--- config.mk ---
export PLATFORM = sky130hd
export DESIGN_NAME = cdf_filter_select
export DESIGN_NICKNAME = d
export VERILOG_FILES = /design/src/include/cdf_pkg.sv /design/src/core/cdf_filter_select.sv
export SDC_FILE = /design/constraint.sdc
export NUM_CORES = 2
export LEC_CHECK = 0
export ABC_AREA = 1
export BUFFER_PORTS_ARGS = -buffer_cell sky130_fd_sc_hd__buf_2
export CAP_MARGIN = 20
export CORE_MARGIN = 1.5
export CORE_UTILIZATION = 38
export CTS_CLUSTER_DIAMETER = 120
export CTS_CLUSTER_SIZE = 30
export DETAILED_ROUTE_END_ITERATION = 6
export HOLD_SLACK_MARGIN = 0.05
export PLACE_DENSITY = 0.59
export SETUP_SLACK_MARGIN = 0.3
export SYNTH_ARGS = -nofsm -noshare
export SYNTH_HDL_FRONTEND = slang
export SYNTH_SLANG_ARGS = --single-unit
--- constraint.sdc ---
create_clock -name ref_clk_i -period 38.1 [get_ports ref_clk_i]
set_input_delay 7.62 -clock ref_clk_i [delete_from_list [all_inputs] [get_ports ref_clk_i]]
set_output_delay 7.62 -clock ref_clk_i [all_outputs]
set_load 0.02 [all_outputs]
--- src/include/cdf_pkg.sv ---
// Constants shared by the command damping filter selector
package cdf_pkg;

    // Register byte offsets (word aligned)
    localparam logic [5:0] CDF_OFS_SEL    = 6'h00;
    localparam logic [5:0] CDF_OFS_DEPTH  = 6'h04;
    localparam logic [5:0] CDF_OFS_FREQ0  = 6'h08;
    localparam logic [5:0] CDF_OFS_FILT0  = 6'h18;
    localparam logic [5:0] CDF_OFS_STATUS = 6'h28;

    // Field widths and positions
    localparam int CDF_FREQ_W  = 11;
    localparam int CDF_FILT_W  = 10;
    localparam int CDF_SEL_W   = 2;
    localparam int CDF_NFILT   = 4;
    localparam int CDF_ST_EN   = 4;
    localparam int CDF_ST_DIR  = 8;
    localparam int CDF_ST_FSM  = 12;

    // Setting limits and codes, 0.1 Hz units
    localparam logic [10:0] CDF_FREQ_MAX    = 11'h7D0;
    localparam logic [10:0] CDF_FREQ_INVLD  = 11'h009;
    localparam logic [9:0]  CDF_FILT_MAX    = 10'h3E8;
    localparam logic [9:0]  CDF_DEPTH_MAX   = 10'h3E8;
    localparam logic [1:0]  CDF_SEL_SIMUL   = 2'h0;
    localparam logic [1:0]  CDF_SEL_DIR     = 2'h3;

    // Reset values
    localparam logic [10:0] CDF_FREQ_RST  = 11'h000;
    localparam logic [9:0]  CDF_FILT_RST  = 10'h000;
    localparam logic [9:0]  CDF_DEPTH_RST = 10'h000;
    localparam logic [1:0]  CDF_SEL_RST   = 2'h0;

    // Filter arithmetic scaling
    localparam int CDF_COEF_SHIFT  = 12;
    localparam int CDF_DEPTH_SHIFT = 10;

    // Settings computation delay
    localparam int CDF_CLK_PERIOD_NS = 4;
    localparam int CDF_CALC_TIME_NS  = 200;
    localparam int CDF_CALC_CYC = (CDF_CALC_TIME_NS + CDF_CLK_PERIOD_NS - 1) / CDF_CLK_PERIOD_NS;

    typedef enum logic [2:0] {
        CDF_ST_IDLE = 3'b001,
        CDF_ST_CALC = 3'b010,
        CDF_ST_PEND = 3'b100
    } cdf_state_t;

endpackage

--- src/core/cdf_filter_select.sv ---
// Command damping filter bank with selection, clamp and deferred update
//
// Contract
// RL1: Damp only in position control mode.
// RL2: Four frequencies, at most two active.
// RL3: Remove vibration components from position command.
// RL4: Select zero allows two filters together.
// RL5: Host never writes select codes one, two.
// RL6: Select three, positive: filters one, three.
// RL7: Select three, negative: filters two, four.
// RL8: Frequency range 0 to 2000, 0.1 Hz.
// RL9: Frequency 0 to 9 disables filter.
// RL10: Filter setting clamped to min(f, 2000-f).
// RL11: Host normally leaves filter setting zero.
// RL12: Depth acts on first filter only.
// RL13: Depth zero deepest, larger values shallower.
// RL14: Apply settings on command start, in-position.
// RL15: Start during computation delay postpones apply.
// RL16: Disabled filter passes command unchanged, no delay.
//
// Local design decisions: the Avalon-MM register port and the placing of the registers.
`timescale 1ns/100ps
`default_nettype none

module cdf_filter_select
    import cdf_pkg::*;
#(
    parameter int CMD_W = 16
)(
    input  wire logic             ref_clk_i,
    input  wire logic             reset_i,
    input  wire logic [5:0]       avs_address_i,
    input  wire logic             avs_read_i,
    input  wire logic             avs_write_i,
    input  wire logic [31:0]      avs_writedata_i,
    output logic      [31:0]      avs_readdata_o,
    output logic                  avs_waitrequest_o,
    input  wire logic             pos_mode_i,
    input  wire logic             inpos_i,
    input  wire logic             cmd_valid_i,
    input  wire logic [CMD_W-1:0] cmd_i,
    output logic                  cmd_valid_o,
    output logic      [CMD_W-1:0] cmd_o
);

    if (CMD_W < 2 || CMD_W > 18)
    begin : g_bad_width
        $error("CMD_W must lie in 2..18");
    end

    ////////////////////////////////////////////////////////////////////////////
    // Functions
    function automatic logic [CDF_FILT_W-1:0] clamp_filt(input logic [CDF_FILT_W-1:0] filt,
                                                         input logic [CDF_FREQ_W-1:0] freq);
        logic [CDF_FREQ_W-1:0] lim;
        lim = (freq < CDF_FREQ_MAX - freq) ? freq : CDF_FREQ_MAX - freq;
        if ({1'b0, filt} > lim)
            clamp_filt = lim[CDF_FILT_W-1:0];
        else
            clamp_filt = filt;
    endfunction

    // Keeps the lowest two set bits of a mask
    function automatic logic [3:0] first_two(input logic [3:0] m);
        logic [3:0] a;
        a = m & (~m + 4'h1);
        first_two = a | ((m & ~a) & (~(m & ~a) + 4'h1));
    endfunction

    ////////////////////////////////////////////////////////////////////////////
    // Register bus
    logic                  wait_q;
    logic [31:0]           rdata_q;
    logic [CDF_SEL_W-1:0]  sel_sh_q;
    logic [CDF_FILT_W-1:0] depth_sh_q;
    logic [CDF_FREQ_W-1:0] freq_sh_q [CDF_NFILT];
    logic [CDF_FILT_W-1:0] filt_sh_q [CDF_NFILT];
    logic [CDF_SEL_W-1:0]  sel_act_q;
    logic [CDF_FILT_W-1:0] depth_act_q;
    logic [CDF_FREQ_W-1:0] freq_act_q [CDF_NFILT];
    logic [CDF_FILT_W-1:0] filt_act_q [CDF_NFILT];
    cdf_state_t            state_q;
    logic [7:0]            calc_cnt_q;
    logic                  dir_neg_q;
    logic                  prev_zero_q;
    logic [3:0]            en_mask;
    logic                  bus_req;
    logic                  wr_ok;
    logic                  switch_now;
    logic                  apply;

    assign bus_req = avs_read_i | avs_write_i;
    assign wr_ok   = avs_write_i & ~wait_q;

    // Wait one cycle, then answer; access completes on the low edge
    always_ff @(posedge ref_clk_i or posedge reset_i)
    begin
        if (reset_i)
            wait_q <= 1'b1;
        else
            wait_q <= !(bus_req && wait_q);
    end

    always_ff @(posedge ref_clk_i or posedge reset_i)
    begin
        if (reset_i)
            rdata_q <= 32'h0000_0000;
        else if (avs_read_i && wait_q)
        begin
            rdata_q <= 32'h0000_0000;
            if (avs_address_i == CDF_OFS_SEL)
                rdata_q[CDF_SEL_W-1:0] <= sel_sh_q;
            else if (avs_address_i == CDF_OFS_DEPTH)
                rdata_q[CDF_FILT_W-1:0] <= depth_sh_q;
            else if (avs_address_i == CDF_OFS_STATUS)
            begin
                rdata_q[CDF_SEL_W-1:0]          <= sel_act_q;
                rdata_q[CDF_ST_EN+3:CDF_ST_EN]  <= en_mask;
                rdata_q[CDF_ST_DIR]             <= dir_neg_q;
                rdata_q[CDF_ST_FSM+2:CDF_ST_FSM] <= state_q;
            end
            else
            begin
                for (int i = 0; i < CDF_NFILT; i++)
                begin
                    if (avs_address_i == CDF_OFS_FREQ0 + 6'(4 * i))
                        rdata_q[CDF_FREQ_W-1:0] <= freq_sh_q[i];
                    if (avs_address_i == CDF_OFS_FILT0 + 6'(4 * i))
                        rdata_q[CDF_FILT_W-1:0] <= filt_sh_q[i];
                end
            end
        end
    end

    // Depth, frequency and filter writes beyond the legal range are held at the top of the range; select keeps its low two bits
    always_ff @(posedge ref_clk_i or posedge reset_i)
    begin
        if (reset_i)
        begin
            sel_sh_q   <= CDF_SEL_RST;
            depth_sh_q <= CDF_DEPTH_RST;
            for (int i = 0; i < CDF_NFILT; i++)
            begin
                freq_sh_q[i] <= CDF_FREQ_RST;
                filt_sh_q[i] <= CDF_FILT_RST;
            end
        end
        else if (wr_ok)
        begin
            if (avs_address_i == CDF_OFS_SEL)
                sel_sh_q <= avs_writedata_i[CDF_SEL_W-1:0];
            if (avs_address_i == CDF_OFS_DEPTH)
                depth_sh_q <= (avs_writedata_i > 32'(CDF_DEPTH_MAX)) ? CDF_DEPTH_MAX
                              : avs_writedata_i[CDF_FILT_W-1:0];
            for (int i = 0; i < CDF_NFILT; i++)
            begin
                if (avs_address_i == CDF_OFS_FREQ0 + 6'(4 * i))
                    freq_sh_q[i] <= (avs_writedata_i > 32'(CDF_FREQ_MAX)) ? CDF_FREQ_MAX
                                    : avs_writedata_i[CDF_FREQ_W-1:0];  // see RL8
                if (avs_address_i == CDF_OFS_FILT0 + 6'(4 * i))
                    filt_sh_q[i] <= (avs_writedata_i > 32'(CDF_FILT_MAX)) ? CDF_FILT_MAX
                                    : avs_writedata_i[CDF_FILT_W-1:0];
            end
        end
    end

    ////////////////////////////////////////////////////////////////////////////
    // Deferred application of new settings
    assign switch_now = cmd_valid_i && (cmd_i != '0) && prev_zero_q
                        && inpos_i && pos_mode_i;  // see RL14
    assign apply      = (state_q == CDF_ST_PEND) && switch_now;

    always_ff @(posedge ref_clk_i or posedge reset_i)
    begin
        if (reset_i)
            prev_zero_q <= 1'b1;
        else if (cmd_valid_i)
            prev_zero_q <= (cmd_i == '0);
    end

    // A start seen while still computing is skipped, not queued
    always_ff @(posedge ref_clk_i or posedge reset_i)
    begin
        if (reset_i)
        begin
            state_q    <= CDF_ST_IDLE;
            calc_cnt_q <= 8'h00;
        end
        else if (wr_ok)
        begin
            state_q    <= CDF_ST_CALC;
            calc_cnt_q <= 8'(CDF_CALC_CYC - 1);
        end
        else
        begin
            unique case (state_q)
                CDF_ST_IDLE: state_q <= CDF_ST_IDLE;
                CDF_ST_CALC:
                begin
                    if (calc_cnt_q == 8'h00)
                        state_q <= CDF_ST_PEND;
                    else
                        calc_cnt_q <= calc_cnt_q - 8'h01;  // see RL15
                end
                CDF_ST_PEND:
                begin
                    if (apply)
                        state_q <= CDF_ST_IDLE;
                end
                default: state_q <= CDF_ST_IDLE;
            endcase
        end
    end

    always_ff @(posedge ref_clk_i or posedge reset_i)
    begin
        if (reset_i)
        begin
            sel_act_q   <= CDF_SEL_RST;
            depth_act_q <= CDF_DEPTH_RST;
            for (int i = 0; i < CDF_NFILT; i++)
            begin
                freq_act_q[i] <= CDF_FREQ_RST;
                filt_act_q[i] <= CDF_FILT_RST;
            end
        end
        else if (apply)
        begin
            sel_act_q   <= sel_sh_q;
            depth_act_q <= depth_sh_q;
            for (int i = 0; i < CDF_NFILT; i++)
            begin
                freq_act_q[i] <= freq_sh_q[i];
                filt_act_q[i] <= clamp_filt(filt_sh_q[i], freq_sh_q[i]);  // see RL10
            end
        end
    end

    ////////////////////////////////////////////////////////////////////////////
    // Filter selection
    always_ff @(posedge ref_clk_i or posedge reset_i)
    begin
        if (reset_i)
            dir_neg_q <= 1'b0;
        else if (cmd_valid_i && cmd_i != '0)
            dir_neg_q <= cmd_i[CMD_W-1];
    end

    logic [3:0] valid_mask;
    logic       dir_neg;

    // Zero command keeps the last direction so filters do not chatter
    assign dir_neg = (cmd_valid_i && cmd_i != '0) ? cmd_i[CMD_W-1] : dir_neg_q;

    always_comb
    begin
        for (int i = 0; i < CDF_NFILT; i++)
            valid_mask[i] = freq_act_q[i] > CDF_FREQ_INVLD;  // see RL9
        if (sel_act_q == CDF_SEL_DIR)
            en_mask = valid_mask & (dir_neg ? 4'hA : 4'h5);  // see RL6 RL7
        else
            en_mask = first_two(valid_mask);  // see RL2 RL4
    end

    ////////////////////////////////////////////////////////////////////////////
    // Filter chain
    logic signed [31:0] y_q      [CDF_NFILT];
    logic signed [31:0] stage_in [CDF_NFILT];
    logic signed [31:0] stage_lp [CDF_NFILT];
    logic signed [31:0] chain_out;

    // One low-pass stage per filter; disabled ones forward their input
    // All operands signed, so a falling command shifts arithmetically
    always_comb
    begin
        logic signed [31:0] v;
        logic signed [31:0] lp;
        logic signed [31:0] k;
        v  = 32'(signed'(cmd_i));
        lp = 32'sd0;
        k  = 32'sd0;
        for (int i = 0; i < CDF_NFILT; i++)
        begin
            stage_in[i] = v;
            k           = 32'(freq_act_q[i]) + 32'(filt_act_q[i]);
            stage_lp[i] = y_q[i] + (((v - y_q[i]) * k) >>> CDF_COEF_SHIFT);  // see RL3
            lp          = stage_lp[i];
            if (i == 0)
                lp = lp + (((v - lp) * 32'(signed'({1'b0, depth_act_q})))
                     >>> CDF_DEPTH_SHIFT);  // see RL12 RL13
            if (en_mask[i])
                v = lp;
        end
        chain_out = v;  // see RL16
    end

    always_ff @(posedge ref_clk_i or posedge reset_i)
    begin
        if (reset_i)
            for (int i = 0; i < CDF_NFILT; i++)
                y_q[i] <= 32'sd0;
        else if (cmd_valid_i)
            for (int i = 0; i < CDF_NFILT; i++)
                y_q[i] <= (en_mask[i] && pos_mode_i) ? stage_lp[i] : stage_in[i];
    end

    // Output stage; chain output is not saturated, gain is at most unity
    always_ff @(posedge ref_clk_i or posedge reset_i)
    begin
        if (reset_i)
        begin
            cmd_valid_o <= 1'b0;
            cmd_o       <= '0;
        end
        else
        begin
            cmd_valid_o <= cmd_valid_i;
            if (cmd_valid_i)
                cmd_o <= pos_mode_i ? chain_out[CMD_W-1:0] : cmd_i;  // see RL1
        end
    end

    assign avs_waitrequest_o = wait_q;
    assign avs_readdata_o    = rdata_q;

    ////////////////////////////////////////////////////////////////////////////
    // Assertions
    a_bypass_mode: assert property (@(posedge ref_clk_i) disable iff (reset_i)  // see RL1
        (cmd_valid_i && !pos_mode_i) |=> (cmd_valid_o && cmd_o == $past(cmd_i)))
        else $error("command not bypassed outside position mode");
    a_two_max: assert property (@(posedge ref_clk_i) disable iff (reset_i)  // see RL2
        $countones(en_mask) <= 2)
        else $error("more than two damping filters active");
    a_dir_pos: assert property (@(posedge ref_clk_i) disable iff (reset_i)  // see RL6
        (sel_act_q == CDF_SEL_DIR && !dir_neg) |-> ((en_mask & 4'hA) == 4'h0
        && en_mask[0] == valid_mask[0] && en_mask[2] == valid_mask[2]))
        else $error("wrong filters for positive direction");
    a_dir_neg: assert property (@(posedge ref_clk_i) disable iff (reset_i)  // see RL7
        (sel_act_q == CDF_SEL_DIR && dir_neg) |-> ((en_mask & 4'h5) == 4'h0
        && en_mask[1] == valid_mask[1] && en_mask[3] == valid_mask[3]))
        else $error("wrong filters for negative direction");
    a_freq_invalid: assert property (@(posedge ref_clk_i) disable iff (reset_i)  // see RL9
        (freq_act_q[0] <= CDF_FREQ_INVLD) |-> !en_mask[0])
        else $error("invalid frequency left filter enabled");
    a_filt_clamp: assert property (@(posedge ref_clk_i) disable iff (reset_i)  // see RL10
        apply |=> ({1'b0, filt_act_q[1]} <= freq_act_q[1]
        && {1'b0, filt_act_q[1]} <= CDF_FREQ_MAX - freq_act_q[1]))
        else $error("filter setting not clamped");
    a_apply_only: assert property (@(posedge ref_clk_i) disable iff (reset_i)  // see RL14
        (freq_act_q[0] != $past(freq_act_q[0])) |-> $past(switch_now && state_q == CDF_ST_PEND))
        else $error("settings applied outside a command start");
    a_calc_hold: assert property (@(posedge ref_clk_i) disable iff (reset_i)  // see RL15
        wr_ok |=> (state_q == CDF_ST_CALC && !apply) [*2])
        else $error("settings applied during computation delay");
    a_pass_thru: assert property (@(posedge ref_clk_i) disable iff (reset_i)  // see RL16
        (cmd_valid_i && pos_mode_i && en_mask == 4'h0) |=> (cmd_o == $past(cmd_i)))
        else $error("idle filter chain altered command");
    a_freq_range: assert property (@(posedge ref_clk_i) disable iff (reset_i)  // see RL8
        wr_ok && avs_address_i == CDF_OFS_FREQ0 |=> freq_sh_q[0] <= CDF_FREQ_MAX)
        else $error("frequency setting out of range");

endmodule // cdf_filter_select

`default_nettype wire

==> flow_summary.ini <==
[synthesis]
syn_inst = 10650
ys.warnings.count = 0
synthMuxAreaShare_pct = 0.1121
synth_most_common_cell = inv_1
synth_area_um2 = 79210
synth_flop_cell = dfrtp_1
synth_edf_count = 0
synth_top_family_by_area = adder cells
synthTopCellsByCount = inv_1, nand2_1, fa_1, nor2_1, ha_1
synthAdderAreaFrac_pct = 41.22
yosys.area.top_type_share_pct = 29.29
synth_compound_area_share_pct = 10.76
synth_largest_area_cell = fa_1
synth-async-reset-ratio_pct = 100.0
synth.top_cells.by_area = fa_1, ha_1, dfrtp_1, inv_1, nand2_1
synthSimpleGateAreaFrac_pct = 19.54
synthDistinctLibCells = 67
synth_xor_area_share_pct = 4.434
seq_area_frac_synth_pct = 11.54
synth_area_per_cell_um2 = 7.435
ys_ff_latch = 365

[sta]
slew-limit-headroom_pct = 25.90
rsz0062_at_grt = yes
slew_violations = 0
worst_pin_slew_ps = 1107
hold_violations = 0
fin_skew_ps = 82.06
setup_ws_ps = -5645
setup_tns_ps = -187660
finalCriticalPeriod_ps = 43750
max_freq_mhz = 22.86
whs_ps = 492.7
period_share_pct = 114.8
finalSetupViolCount = 48

[cells_and_area]
fin_area_um2 = 104500
area_growth_pct = 31.86
drive_above_1_share_pct = 26.05
final_nets = 14440

[critical_path]
worstSetupStartpointType = input pin
critPathCaptureType = register
cp.arrival_ps = 44320
cp_slowest_stage_delay_ps = 580
path_class = in2reg
cp_slowest_cell = fa_1
required_ps = 38670
path_max_fanout = 4
crit_top_cell = fa_1

[cts]
clk_latency_ps = 670
clockRootBuffer = clkbuf_16
cts_tree = yes
cts_hold_buf = 0
cts.path.max_buffers = 3
clkTransAtPathRegs_ps = 120
cts_max_level = 1
cts_sinks = 365
cts_buffers = 22

[floorplan]
core-area_um2 = 207100
row_count = 167
start_util_pct = 38.26
die_area_um2 = 211200
die_w_um = 459.6
die_h_um = 459.6
ios = 111

[job]
drv_cap = 0

[routing]
first_pass_iters = 6
vias_per_cell = 4.995
wl_um = 283500
drc = 0
vias = 76260
detail-route-antenna-nets = 0
wl_per_cell_um = 18.57
drt_iter0_drc = 5013

[global_routing]
grt_pass1_wl_um = 440400
gr-total-overflow = 0
antenna_found_initial = 4
grt_pass1_vias = 78700
grt_max_degree = 118
grt.total_usage_pct = 26.55

[placement]
port-buffer-count = 92
postPlaceCellArea_um2 = 96520
gp_congestion = 0.9854
post-dp-hpwl_um = 236800

[min_path]
min_path_type = reg2reg

[outcome]
status = complete, but fails checks
violations = setup timing
-- cell type report --
type                    count  area [µm²]
diodes                      1       2.502
clock buffers              23       554.3
clock inverters            16       275.3
fillers                 19880      102600
inverters                2340        8826
multi-input cells        7714       66850
flip-flops and latches    365        9138
well taps                2788        3488
repair buffers           2018       15320
-- layer usage --
metal / track usage, % / vias to the layer above / wire length [µm]
met5: 0 / - / 9
met4: 8.248 / 2 / 10570
met3: 2.925 / 408 / 16600
met2: 44.22 / 2135 / 132500
met1: 36.07 / 37520 / 123900
li1: - / 36190 / -
-- kinds of logic (layout without fill, tap and decap cells) --
family	count (synthesis)	after routing
and+or+nand+nor	3855	3855
buffers and inverters	2592	4397
DFF	365	365
xor gates and xnor gates	392	392
AOI/OAI and AO/OA	1527	1527
other	1	19
adders and majority gates	1914	1914
muxes	8	8
-- critical path, delay by kind of cell --
family	cells	cell delay, ps
AND/OR/NAND/NOR	53	4590
AO/OA/AOI/OAI	53	7750
buffers and inverters	49	4740
adder cells (fa/ha/maj)	41	16990
XOR/XNOR	14	2480
-- layout by cell type (no fill, tap or decap), types with 234 or more instances in the layout --
cell     count
inv_1     2210
nand2_1   2116
buf_4     1875
fa_1      1150
nor2_1     972
ha_1       575
a21oi_1    444
o21ai_0    396
dfrtp_1    362
nand3_1    234
-- state kept, by name, summed over array words and instances, names as in the netlist --
| signal | count |
|---|---|
| freq_act_q | 44 |
| depth_sh_q | 10 |
| filt_sh_q | 40 |
| avs_readdata_o | 14 |
| y_q | 128 |
| depth_act_q | 10 |
| sel_act_q | 2 |
| state_q | 3 |
| dir_neg_q | 1 |
| calc_cnt_q | 8 |
| prev_zero_q | 1 |
| sel_sh_q | 2 |
| cmd_o | 16 |
| cmd_valid_o | 1 |
| filt_act_q | 40 |
| freq_sh_q | 44 |
| avs_waitrequest_o | 1 |
-- through the flow --
stage,utilization [%],std cells,setup WS [ps]
2_1_floorplan,-,10670,-3672
6_report,50.44,15270,-5645
3_3_place_gp,46.58,15020,-7592
4_1_cts,48.61,15170,-5700
5_1_grt,50.44,15260,-7495
3_5_place_dp,46.61,15020,-7956
-- what timing repair did --
action                     4_1_cts  5_1_grt
resized for setup              459      662
setup buffers                  104       94
setup endpoints to repair       60       65
cloned                           0        1
pin swaps                      225      430
-- worst paths after layout --
path	slack, ps	end	from	cells past startpoint
setup / recovery	-5650	y_q[31]$_DFFE_PP0P_	cmd_i[0]	210
min in group asynchronous	7080	calc_cnt_q[5]$_DFFE_PP0P_	reset_i	2
hold reg to reg	490	filt_act_q[26]$_DFFE_PP0P_	filt_act_q[26]$_DFFE_PP0P_	2
max in group asynchronous	28420	y_q[108]$_DFFE_PP0P_	reset_i	4
setup reg to reg	740	y_q[31]$_DFFE_PP0P_	freq_act_q[35]$_DFFE_PP0P_	204
hold / removal	490	filt_act_q[26]$_DFFE_PP0P_	filt_act_q[26]$_DFFE_PP0P_	2
Power is not shown: default switching activity piles up to over one toggle a cycle in this logic, so the estimate is an artifact.
